--- src/logic/spc_pkg.sv ---
// constants, field layouts and carrier types of the serial port
// configuration register bank; shared by the bank and its bench
package spc_pkg;

    // register addresses, 13-bit instruction address field
    localparam int          ADDR_W         = 13;
    localparam logic [12:0] ADDR_PORT_CFG  = 13'h0000;
    localparam logic [12:0] ADDR_VARIANT   = 13'h0003;
    localparam logic [12:0] ADDR_READBACK  = 13'h0004;
    localparam logic [12:0] ADDR_SYS_CTRL  = 13'h0230;
    localparam logic [12:0] ADDR_UPDATE    = 13'h0232;
    localparam logic [12:0] ADDR_STEP      = 13'h0001;

    // reset values; long instruction bit and its mirror set
    localparam logic [7:0]  CFG_RESET      = 8'h18;
    localparam logic [7:0]  RB_RESET       = 8'h00;
    localparam logic [7:0]  SYS_CTRL_RESET = 8'h00;
    // arbitrary neutral identification value
    localparam logic [7:0]  VARIANT_DEFAULT = 8'h5A;

    // field positions
    localparam int          RB_BIT_ACTIVE  = 0;
    localparam int          UPD_BIT        = 0;

    // instruction word layout and counts
    localparam int          INSTR_RW_BIT   = 15;
    localparam int          INSTR_W_HI     = 14;
    localparam int          INSTR_W_LO     = 13;
    localparam logic [3:0]  INSTR_LAST     = 4'hF;
    localparam logic [3:0]  BYTE_LAST      = 4'h7;
    localparam logic [2:0]  BYTE_MSB       = 3'h7;
    localparam logic [1:0]  W_STREAM       = 2'h3;
    localparam logic [1:0]  W_STEP         = 2'h1;
    localparam int          SYNC_DEPTH     = 3;
    localparam int          PIN_COUNT      = 3;

    // port configuration byte
    typedef struct packed {
        logic [3:0] mirror;
        logic       long_instr;
        logic       soft_reset;
        logic       lsb_first;
        logic       sep_out;
    } spc_cfg_t;

    // serial pin drive
    typedef struct packed {
        logic data_o;
        logic data_oe;
        logic ser_o;
        logic ser_oe;
    } spc_pins_t;

    typedef enum logic [1:0] {
        SPC_IDLE,
        SPC_INSTR,
        SPC_DATA,
        SPC_DONE
    } spc_state_t;

endpackage

--- src/logic/spc_regs.sv ---
// serial control port and its configuration, identification and
// readback-select registers, plus one buffered control register
// assumes sclk slow against clk (at least ten clk per sclk half)
`timescale 1ns/1ps
module spc_regs #(
    parameter logic [7:0] VARIANT_CODE = spc_pkg::VARIANT_DEFAULT
) (
    input  wire logic        clk,
    input  wire logic        sys_rst,
    input  wire logic        sclk_i,
    input  wire logic        cs_n_i,
    input  wire logic        data_pin_i,
    output spc_pkg::spc_pins_t pins,
    output spc_pkg::spc_cfg_t  cfg,
    output logic [7:0]       sys_ctrl_active
);
    import spc_pkg::*;

    logic [SYNC_DEPTH-1:0] sync_reg [PIN_COUNT];
    logic [PIN_COUNT-1:0]  pin_in;
    logic [PIN_COUNT-1:0]  stable_reg;
    logic                  sclk_prev_reg;
    logic                  rise;
    spc_state_t            state_reg;
    logic [3:0]            bit_cnt_reg;
    logic [15:0]           instr_sr_reg;
    logic [15:0]           instr_next;
    logic [7:0]            byte_sr_reg;
    logic [7:0]            byte_next;
    logic [ADDR_W-1:0]     addr_reg;
    logic [ADDR_W-1:0]     addr_step;
    logic [ADDR_W-1:0]     rd_addr;
    logic                  rw_reg;
    logic                  stream_reg;
    logic [1:0]            bytes_left_reg;
    logic                  byte_end;
    logic                  instr_end;
    logic                  load_rd;
    logic [7:0]            rd_byte_reg;
    logic                  wr_en_reg;
    logic [ADDR_W-1:0]     wr_addr_reg;
    logic [7:0]            wr_data_reg;
    spc_cfg_t              cfg_reg;
    logic [7:0]            rb_reg;
    logic [7:0]            sys_buf_reg;
    logic [7:0]            sys_act_reg;
    spc_pins_t             pins_reg;
    logic [2:0]            out_idx;
    logic                  rd_phase;
    assign pin_in = {sclk_i, cs_n_i, data_pin_i};
    // three-stage sync; a change counts once stages two and three agree
    // stages reset high so chip select is not seen low after reset
    for (genvar gi = 0; gi < PIN_COUNT; gi++) begin : g_sync
        always_ff @(posedge clk or posedge sys_rst) begin
            if (sys_rst) begin
                sync_reg[gi]   <= '1;
                stable_reg[gi] <= 1'b1;
            end else begin
                sync_reg[gi] <= {sync_reg[gi][SYNC_DEPTH-2:0],
                                 pin_in[gi]};
                if (sync_reg[gi][1] == sync_reg[gi][2]) begin
                    stable_reg[gi] <= sync_reg[gi][2];
                end
            end
        end
    end
    // sclk edge detect on the filtered level only
    always_ff @(posedge clk or posedge sys_rst) begin
        if (sys_rst) begin
            sclk_prev_reg <= 1'b1;
        end else begin
            sclk_prev_reg <= stable_reg[2];
        end
    end
    assign rise        = stable_reg[2] & ~sclk_prev_reg;
    // shift direction follows bit order; both land the same word
    always_comb begin
        if (cfg_reg.lsb_first) begin
            instr_next = {stable_reg[0], instr_sr_reg[15:1]};
            byte_next  = {stable_reg[0], byte_sr_reg[7:1]};
            addr_step  = addr_reg + ADDR_STEP;
        end else begin
            instr_next = {instr_sr_reg[14:0], stable_reg[0]};
            byte_next  = {byte_sr_reg[6:0], stable_reg[0]};
            addr_step  = addr_reg - ADDR_STEP;
        end
    end
    assign instr_end = rise && state_reg == SPC_INSTR
                       && bit_cnt_reg == INSTR_LAST;
    assign byte_end  = rise && state_reg == SPC_DATA
                       && bit_cnt_reg == BYTE_LAST;
    assign load_rd   = instr_end || byte_end;
    assign rd_addr   = instr_end ? instr_next[ADDR_W-1:0] : addr_step;
    // frame sequencer; every instruction is 16 bits long
    always_ff @(posedge clk or posedge sys_rst) begin
        if (sys_rst) begin
            state_reg      <= SPC_IDLE;
            bit_cnt_reg    <= '0;
            instr_sr_reg   <= '0;
            byte_sr_reg    <= '0;
            addr_reg       <= '0;
            rw_reg         <= 1'b0;
            stream_reg     <= 1'b0;
            bytes_left_reg <= '0;
        end else if (stable_reg[1]) begin
            state_reg   <= SPC_IDLE;
            bit_cnt_reg <= '0;
        end else begin
            unique case (state_reg)
                SPC_IDLE: state_reg <= SPC_INSTR; // count already zero
                SPC_INSTR: if (rise) begin
                    instr_sr_reg <= instr_next;
                    bit_cnt_reg  <= bit_cnt_reg + 4'h1;
                    if (instr_end) begin
                        state_reg      <= SPC_DATA;
                        addr_reg       <= instr_next[ADDR_W-1:0];
                        rw_reg         <= instr_next[INSTR_RW_BIT];
                        stream_reg     <= instr_next[INSTR_W_HI:INSTR_W_LO]
                                          == W_STREAM;
                        bytes_left_reg <= instr_next[INSTR_W_HI:INSTR_W_LO];
                        bit_cnt_reg    <= '0;
                    end
                end
                SPC_DATA: if (rise) begin
                    byte_sr_reg <= byte_next;
                    bit_cnt_reg <= bit_cnt_reg + 4'h1;
                    if (byte_end) begin
                        bit_cnt_reg    <= '0;
                        addr_reg       <= addr_step;
                        bytes_left_reg <= bytes_left_reg - W_STEP;
                        if (!stream_reg && bytes_left_reg == '0) begin
                            state_reg <= SPC_DONE;
                        end
                    end
                end
                SPC_DONE: bit_cnt_reg <= '0;
            endcase
        end
    end
    // write strobe one cycle after the byte completes
    always_ff @(posedge clk or posedge sys_rst) begin
        if (sys_rst) begin
            wr_en_reg   <= 1'b0;
            wr_addr_reg <= '0;
            wr_data_reg <= '0;
        end else begin
            wr_en_reg   <= byte_end && !rw_reg;
            wr_addr_reg <= addr_reg;
            wr_data_reg <= byte_next;
        end
    end
    // port config; length bit and its mirror cannot be cleared
    always_ff @(posedge clk or posedge sys_rst) begin
        if (sys_rst) begin
            cfg_reg <= CFG_RESET;
        end else if (wr_en_reg && wr_addr_reg == ADDR_PORT_CFG) begin
            cfg_reg            <= wr_data_reg;
            cfg_reg.long_instr <= 1'b1;
            cfg_reg.mirror[0]  <= 1'b1;
        end
    end
    // soft reset holds the other registers at default while set
    always_ff @(posedge clk or posedge sys_rst) begin
        if (sys_rst) begin
            rb_reg      <= RB_RESET;
            sys_buf_reg <= SYS_CTRL_RESET;
            sys_act_reg <= SYS_CTRL_RESET;
        end else if (cfg_reg.soft_reset) begin
            rb_reg      <= RB_RESET;
            sys_buf_reg <= SYS_CTRL_RESET;
            sys_act_reg <= SYS_CTRL_RESET;
        end else if (wr_en_reg) begin
            // variant code has no write path, writes fall through
            unique case (wr_addr_reg)
                ADDR_READBACK: rb_reg      <= wr_data_reg;
                ADDR_SYS_CTRL: sys_buf_reg <= wr_data_reg;
                ADDR_UPDATE: if (wr_data_reg[UPD_BIT]) begin
                    sys_act_reg <= sys_buf_reg;
                end
                default: ;
            endcase
        end
    end
    // read mux; update bit is never stored so reads back zero
    function automatic logic [7:0] read_mux(input logic [ADDR_W-1:0] a);
        case (a)
            ADDR_PORT_CFG: return cfg_reg;
            ADDR_VARIANT:  return VARIANT_CODE;
            ADDR_READBACK: return rb_reg;
            ADDR_SYS_CTRL: return rb_reg[RB_BIT_ACTIVE] ? sys_act_reg
                                                        : sys_buf_reg;
            default:       return '0;
        endcase
    endfunction
    // read byte captured at each byte boundary
    always_ff @(posedge clk or posedge sys_rst) begin
        if (sys_rst) begin
            rd_byte_reg <= '0;
        end else if (load_rd) begin
            rd_byte_reg <= read_mux(rd_addr);
        end
    end
    assign out_idx  = cfg_reg.lsb_first ? bit_cnt_reg[2:0]
                                        : BYTE_MSB - bit_cnt_reg[2:0];
    assign rd_phase = state_reg == SPC_DATA && rw_reg && !stable_reg[1];
    // pin drive; output select chooses which pin carries reads
    always_ff @(posedge clk or posedge sys_rst) begin
        if (sys_rst) begin
            pins_reg <= '0;
        end else begin
            pins_reg.data_o  <= rd_byte_reg[out_idx];
            pins_reg.ser_o   <= rd_byte_reg[out_idx];
            pins_reg.data_oe <= rd_phase && !cfg_reg.sep_out;
            pins_reg.ser_oe  <= rd_phase && cfg_reg.sep_out;
        end
    end
    assign pins            = pins_reg;
    assign cfg             = cfg_reg;
    assign sys_ctrl_active = sys_act_reg;
endmodule

--- config.mk ---
export PLATFORM = sky130hd
export DESIGN_NAME = spc_regs
export DESIGN_NICKNAME = d
export VERILOG_FILES = /design/src/logic/spc_pkg.sv /design/src/logic/spc_regs.sv
export SDC_FILE = /design/constraint.sdc
export NUM_CORES = 1
export LEC_CHECK = 0
export BUFFER_PORTS_ARGS = -buffer_cell sky130_fd_sc_hd__buf_4
export CAP_MARGIN = 20
export CORE_UTILIZATION = 45
export DETAILED_ROUTE_END_ITERATION = 8
export PLACE_DENSITY = 0.71
export SYNTH_ARGS = -nofsm -noshare
export SYNTH_HDL_FRONTEND = slang
export SYNTH_SLANG_ARGS = --single-unit
--- constraint.sdc ---
create_clock -name clk -period 10 [get_ports clk]
set_input_delay 0 -clock clk [delete_from_list [all_inputs] [get_ports clk]]
set_output_delay 0 -clock clk [all_outputs]
set_load 0.005 [all_outputs]
==> impl_metrics.xml <==
<?xml version="1.0" encoding="UTF-8"?>
<metrics>
  <group name="die">
    <metric name="floorplan.die.width" unit="um">121</metric>
    <metric name="coreArea" unit="mm2">0.0138</metric>
    <metric name="chipHeight" unit="um">121</metric>
    <metric name="core.rowCount" unit="">43</metric>
    <metric name="start_util" unit="%">45.8</metric>
    <metric name="io-pin-count" unit="">25</metric>
    <metric name="dieArea" unit="mm2">0.0146</metric>
  </group>
  <group name="sta">
    <metric name="setup_viol" unit="">0</metric>
    <metric name="fin_crit" unit="ps">4220</metric>
    <metric name="final_max_slew_viol_count" unit="">0</metric>
    <metric name="max-slew-margin-rel" unit="%">35.9</metric>
    <metric name="fmax" unit="MHz">237</metric>
    <metric name="grt_setup_unrepaired" unit="">false</metric>
    <metric name="setup_tns" unit="ps">0</metric>
    <metric name="final_min_period_over_clock_period" unit="%">42.2</metric>
    <metric name="worstMarginPinSlew" unit="ps">962</metric>
    <metric name="post-route-worst-setup-slack" unit="ps">5780</metric>
    <metric name="hold_viol_final" unit="">0</metric>
    <metric name="finalClockSkew" unit="ps">9.54</metric>
  </group>
  <group name="setup_path">
    <metric name="worstSetupStartpointType" unit="">register</metric>
    <metric name="worstPathMaxFanout" unit="">41</metric>
    <metric name="reg2regPathDepth" unit="">10</metric>
    <metric name="worst-setup-path-type" unit="">reg -&gt; reg</metric>
    <metric name="r2r_setup_slack" unit="ps">5780</metric>
    <metric name="crit-reg2reg-launch" unit="">cfg[1]$_DFFE_PP0P_</metric>
    <metric name="reg2reg_to" unit="">rd_byte_reg[5]$_DFFE_PP0P_</metric>
    <metric name="cp_data_arrival_time" unit="ps">4510</metric>
    <metric name="timing.critical_path.required" unit="ps">10290</metric>
    <metric name="worstSetupEndpointType" unit="">register</metric>
  </group>
  <group name="global_route">
    <metric name="grt_pass1_wl" unit="um">23600</metric>
    <metric name="grt_pass1_vias" unit="">4707</metric>
    <metric name="overflow" unit="">0</metric>
    <metric name="antenna_found_initial" unit="">0</metric>
    <metric name="maximum_number_of_pins_on_one_net_before_global_route_repair" unit="">68</metric>
    <metric name="gr-usage-all-layers" unit="%">21.1</metric>
  </group>
  <group name="final_layout">
    <metric name="final_core_area_utilization" unit="%">52.5</metric>
    <metric name="area.growth.synth_to_final" unit="%">14.6</metric>
    <metric name="max_ffs_per_register" unit="">16</metric>
    <metric name="total_inserted_antenna_cells" unit="">0</metric>
    <metric name="layout.cells.non_filler" unit="">818</metric>
    <metric name="final_cell_area" unit="mm2">0.00726</metric>
    <metric name="drive_above_1_share" unit="%">19.7</metric>
    <metric name="final_nets" unit="">648</metric>
  </group>
  <group name="hold_path">
    <metric name="min_from" unit="">data_pin_i</metric>
    <metric name="timing.hold.worst_path_depth" unit="">2</metric>
    <metric name="worst_min_delay_path_category" unit="">in -&gt; reg</metric>
    <metric name="worst_hold_path.endpoint" unit="">sync_reg[6]$_DFF_PP1_</metric>
  </group>
  <group name="logic_synthesis">
    <metric name="synth_cell_types" unit="">70</metric>
    <metric name="yosys.cell_count.top_type" unit="">sky130_fd_sc_hd__dfrtp_1</metric>
    <metric name="synth_top_area_share" unit="%">43.4</metric>
    <metric name="post_synth_mux_area_share" unit="%">12.7</metric>
    <metric name="fraction_of_the_mapped_netlist_area_in_compound_gates" unit="%">14.6</metric>
    <metric name="count_of_synthesis_stage_warnings_from_yosys" unit="">0</metric>
    <metric name="synth_enable_flop_cells" unit="">0</metric>
    <metric name="synthTopCellsByCount" unit="">110 x sky130_fd_sc_hd__dfrtp_1, 74 x sky130_fd_sc_hd__nor2_1, 53 x sky130_fd_sc_hd__nand2_1, 45 x sky130_fd_sc_hd__a21oi_1, 43 x sky130_fd_sc_hd__mux2i_1</metric>
    <metric name="ys_top_cells_by_area" unit="">sky130_fd_sc_hd__dfrtp_1 43%, sky130_fd_sc_hd__mux2i_1 6.8%, sky130_fd_sc_hd__mux2_2 5.9%</metric>
    <metric name="synth_top_family_by_area" unit="">simple AND/OR/NAND/NOR gates</metric>
    <metric name="gate_count_after_technology_mapping" unit="">607</metric>
    <metric name="netlist_area" unit="mm2">0.00634</metric>
    <metric name="synth_top_area_cell" unit="">sky130_fd_sc_hd__dfrtp_1</metric>
    <metric name="synth_area_per_cell" unit="um2">10.4</metric>
    <metric name="synth.ff_latch_count" unit="">123</metric>
    <metric name="synth_simple_gate_area_share" unit="%">14.8</metric>
    <metric name="postSynth.asyncResetShare" unit="%">100</metric>
    <metric name="portion_of_the_post_synthesis_area_used_by_sequential_elements" unit="%">48.8</metric>
    <metric name="yosys_most_used_dff" unit="">sky130_fd_sc_hd__dfrtp_1</metric>
    <metric name="synth_fa_ha_area_share" unit="%">4.15</metric>
    <metric name="synth_xor_xnor_area_share" unit="%">1.50</metric>
  </group>
  <group name="place">
    <metric name="port_buffers" unit="">22</metric>
    <metric name="dp_hpwl" unit="um">9870</metric>
    <metric name="gp_congestion" unit="">0.929</metric>
    <metric name="dpl_cell_area" unit="mm2">0.00660</metric>
    <metric name="placed_cells_incl_taps" unit="">781</metric>
    <metric name="pre_cts_ws" unit="ps">5830</metric>
  </group>
  <group name="power_and_ir_drop">
    <metric name="power.leakage" unit="nW">3.21</metric>
    <metric name="worst_ir_drop_vdd" unit="mV">0.127</metric>
    <metric name="power.density_cell_area" unit="mW/mm2">211</metric>
  </group>
  <group name="cts">
    <metric name="cts_max_path_buffers" unit="">2</metric>
    <metric name="cts_num_sinks" unit="">123</metric>
    <metric name="worst_skew_pair.late_latency" unit="ps">430</metric>
    <metric name="cts_root_buffer" unit="">sky130_fd_sc_hd__clkbuf_16</metric>
    <metric name="number_of_setup_buffers_added_after_cts" unit="">0</metric>
    <metric name="htree_levels" unit="">4</metric>
    <metric name="clkSlewWorstSetupHoldPaths" unit="ps">60</metric>
    <metric name="tritoncts" unit="">done</metric>
    <metric name="cts_made_buffers" unit="">17</metric>
  </group>
  <group name="route">
    <metric name="drcViolationCount" unit="">0</metric>
    <metric name="route.detailed.vias_per_inst" unit="">5.72</metric>
    <metric name="router_iterations_before_antenna_repair" unit="">5</metric>
    <metric name="routedWlPerCell" unit="um">17.4</metric>
    <metric name="first_iter_violations" unit="">460</metric>
    <metric name="vias" unit="">4680</metric>
    <metric name="detail-route-antenna-nets" unit="">0</metric>
    <metric name="drt_wl_total" unit="um">14200</metric>
  </group>
  <group name="job">
    <metric name="drv.max_cap_violation_count" unit="">0</metric>
  </group>
  <group name="status">
    <metric name="outcome" unit="">finished, final reports clean</metric>
  </group>
</metrics>
[how the worst max path moves through the flow]
stage                             from                          to  slack [ps]
floorplan                      sys_rst     addr_reg[0]$_DFFE_PP0P_        6750
global placement    cfg[1]$_DFFE_PP0P_  rd_byte_reg[5]$_DFFE_PP0P_        6040
detailed placement  cfg[1]$_DFFE_PP0P_  rd_byte_reg[5]$_DFFE_PP0P_        5830
CTS                 cfg[1]$_DFFE_PP0P_  rd_byte_reg[5]$_DFFE_PP0P_        5830
global route        cfg[1]$_DFFE_PP0P_  rd_byte_reg[5]$_DFFE_PP0P_        5370
finish              cfg[1]$_DFFE_PP0P_  rd_byte_reg[5]$_DFFE_PP0P_        5780
[critical path, cell delays in order (launching register included)]
cell and delay (ps):
sky130_fd_sc_hd__dfrtp_2 960, sky130_fd_sc_hd__inv_1 500, sky130_fd_sc_hd__ha_1 580, sky130_fd_sc_hd__nand2_2 100, sky130_fd_sc_hd__o31ai_4 340, sky130_fd_sc_hd__a41oi_4 220
sky130_fd_sc_hd__xor2_1 180, sky130_fd_sc_hd__o211ai_1 410, sky130_fd_sc_hd__nor2_1 210, sky130_fd_sc_hd__a222oi_1 440, sky130_fd_sc_hd__o31ai_1 120
[where the power goes]
part | internal, W | switching [W]
Combinational | 0.000121 | 0.000166
Clock | 0.000381 | 0.000231
Sequential | 0.000560 | 0.0000719
Total | 0.00106 | 0.000468
[layout make-up]
cell class,instances,area [um2]
well taps,180,225
clock buffers,20,457
repair buffers,31,263
clock inverters,12,139
flip-flops and latches,123,3100
fillers,1163,6560
multi-input cells,439,3030
inverters,13,51.3
[per-stage QoR]
step	hold slack (ps)	total power, W
global placement	110	0.000894
CTS	198	0.00153
floorplan	4.48	0.000834
finish	208	0.00153
global route	218	0.00161
detailed placement	110	0.000911
[cell families after synthesis]
family                     after synthesis
adders and majority gates               21
buffers and inverters                   46
DFF                                    123
xor gates and xnor gates                10
muxes                                   76
AOI/OAI and AO/OA                      138
and+or+nand+nor                        192
other                                    1
[per-layer routing]
metal | global-route usage (%) | vias to the layer above | wire length (um)
met5 | 0 | - | 0
met4 | 10.5 | 0 | 344
met3 | 4.86 | 26 | 663
met2 | 33.3 | 143 | 6640
met1 | 27.3 | 2297 | 6570
li1 | - | 2214 | -
[cell usage in the layout, fill, tap and decap left out, types with 3 or more instances in the layout]
cell type                       Yosys  final
sky130_fd_sc_hd__inv_1             13     12
sky130_fd_sc_hd__mux2_2            33     33
sky130_fd_sc_hd__o31ai_1           14     14
sky130_fd_sc_hd__nand2b_1           6      6
sky130_fd_sc_hd__nor3b_1            5      4
sky130_fd_sc_hd__a31oi_1            4      4
sky130_fd_sc_hd__dfstp_2           13     13
sky130_fd_sc_hd__clkinvlp_4         0      4
sky130_fd_sc_hd__dfrtp_1          110    109
sky130_fd_sc_hd__nand2_1           53     53
sky130_fd_sc_hd__or3_1              4      4
sky130_fd_sc_hd__maj3_1             3      3
sky130_fd_sc_hd__nor3_1            10     10
sky130_fd_sc_hd__o21ai_0           30     30
sky130_fd_sc_hd__a21oi_1           45     45
sky130_fd_sc_hd__o21a_1             4      4
sky130_fd_sc_hd__buf_4              6     26
sky130_fd_sc_hd__nand4_1            4      4
sky130_fd_sc_hd__nor2b_1            6      6
sky130_fd_sc_hd__and3_1             4      4
sky130_fd_sc_hd__mux2i_1           43     43
sky130_fd_sc_hd__nor2_1            74     74
sky130_fd_sc_hd__dlygate4sd3_1      0      4
sky130_fd_sc_hd__o22ai_1            3      3
sky130_fd_sc_hd__and2_1             3      3
sky130_fd_sc_hd__a222oi_1           4      4
sky130_fd_sc_hd__clkbuf_16          0     17
sky130_fd_sc_hd__nor4_1             3      3
sky130_fd_sc_hd__nor4b_1            3      3
sky130_fd_sc_hd__clkinv_4           0      3
sky130_fd_sc_hd__xor2_1             7      7
sky130_fd_sc_hd__a211oi_1           6      6
sky130_fd_sc_hd__ha_1              17     17
[what timing repair did]
action / CTS / global route
gates resized for setup: 0 / 0
hold buffers: 4 / 0
hold endpoints to repair: 55 / 0
No activity file was read; power rests on OpenSTA's default activity.
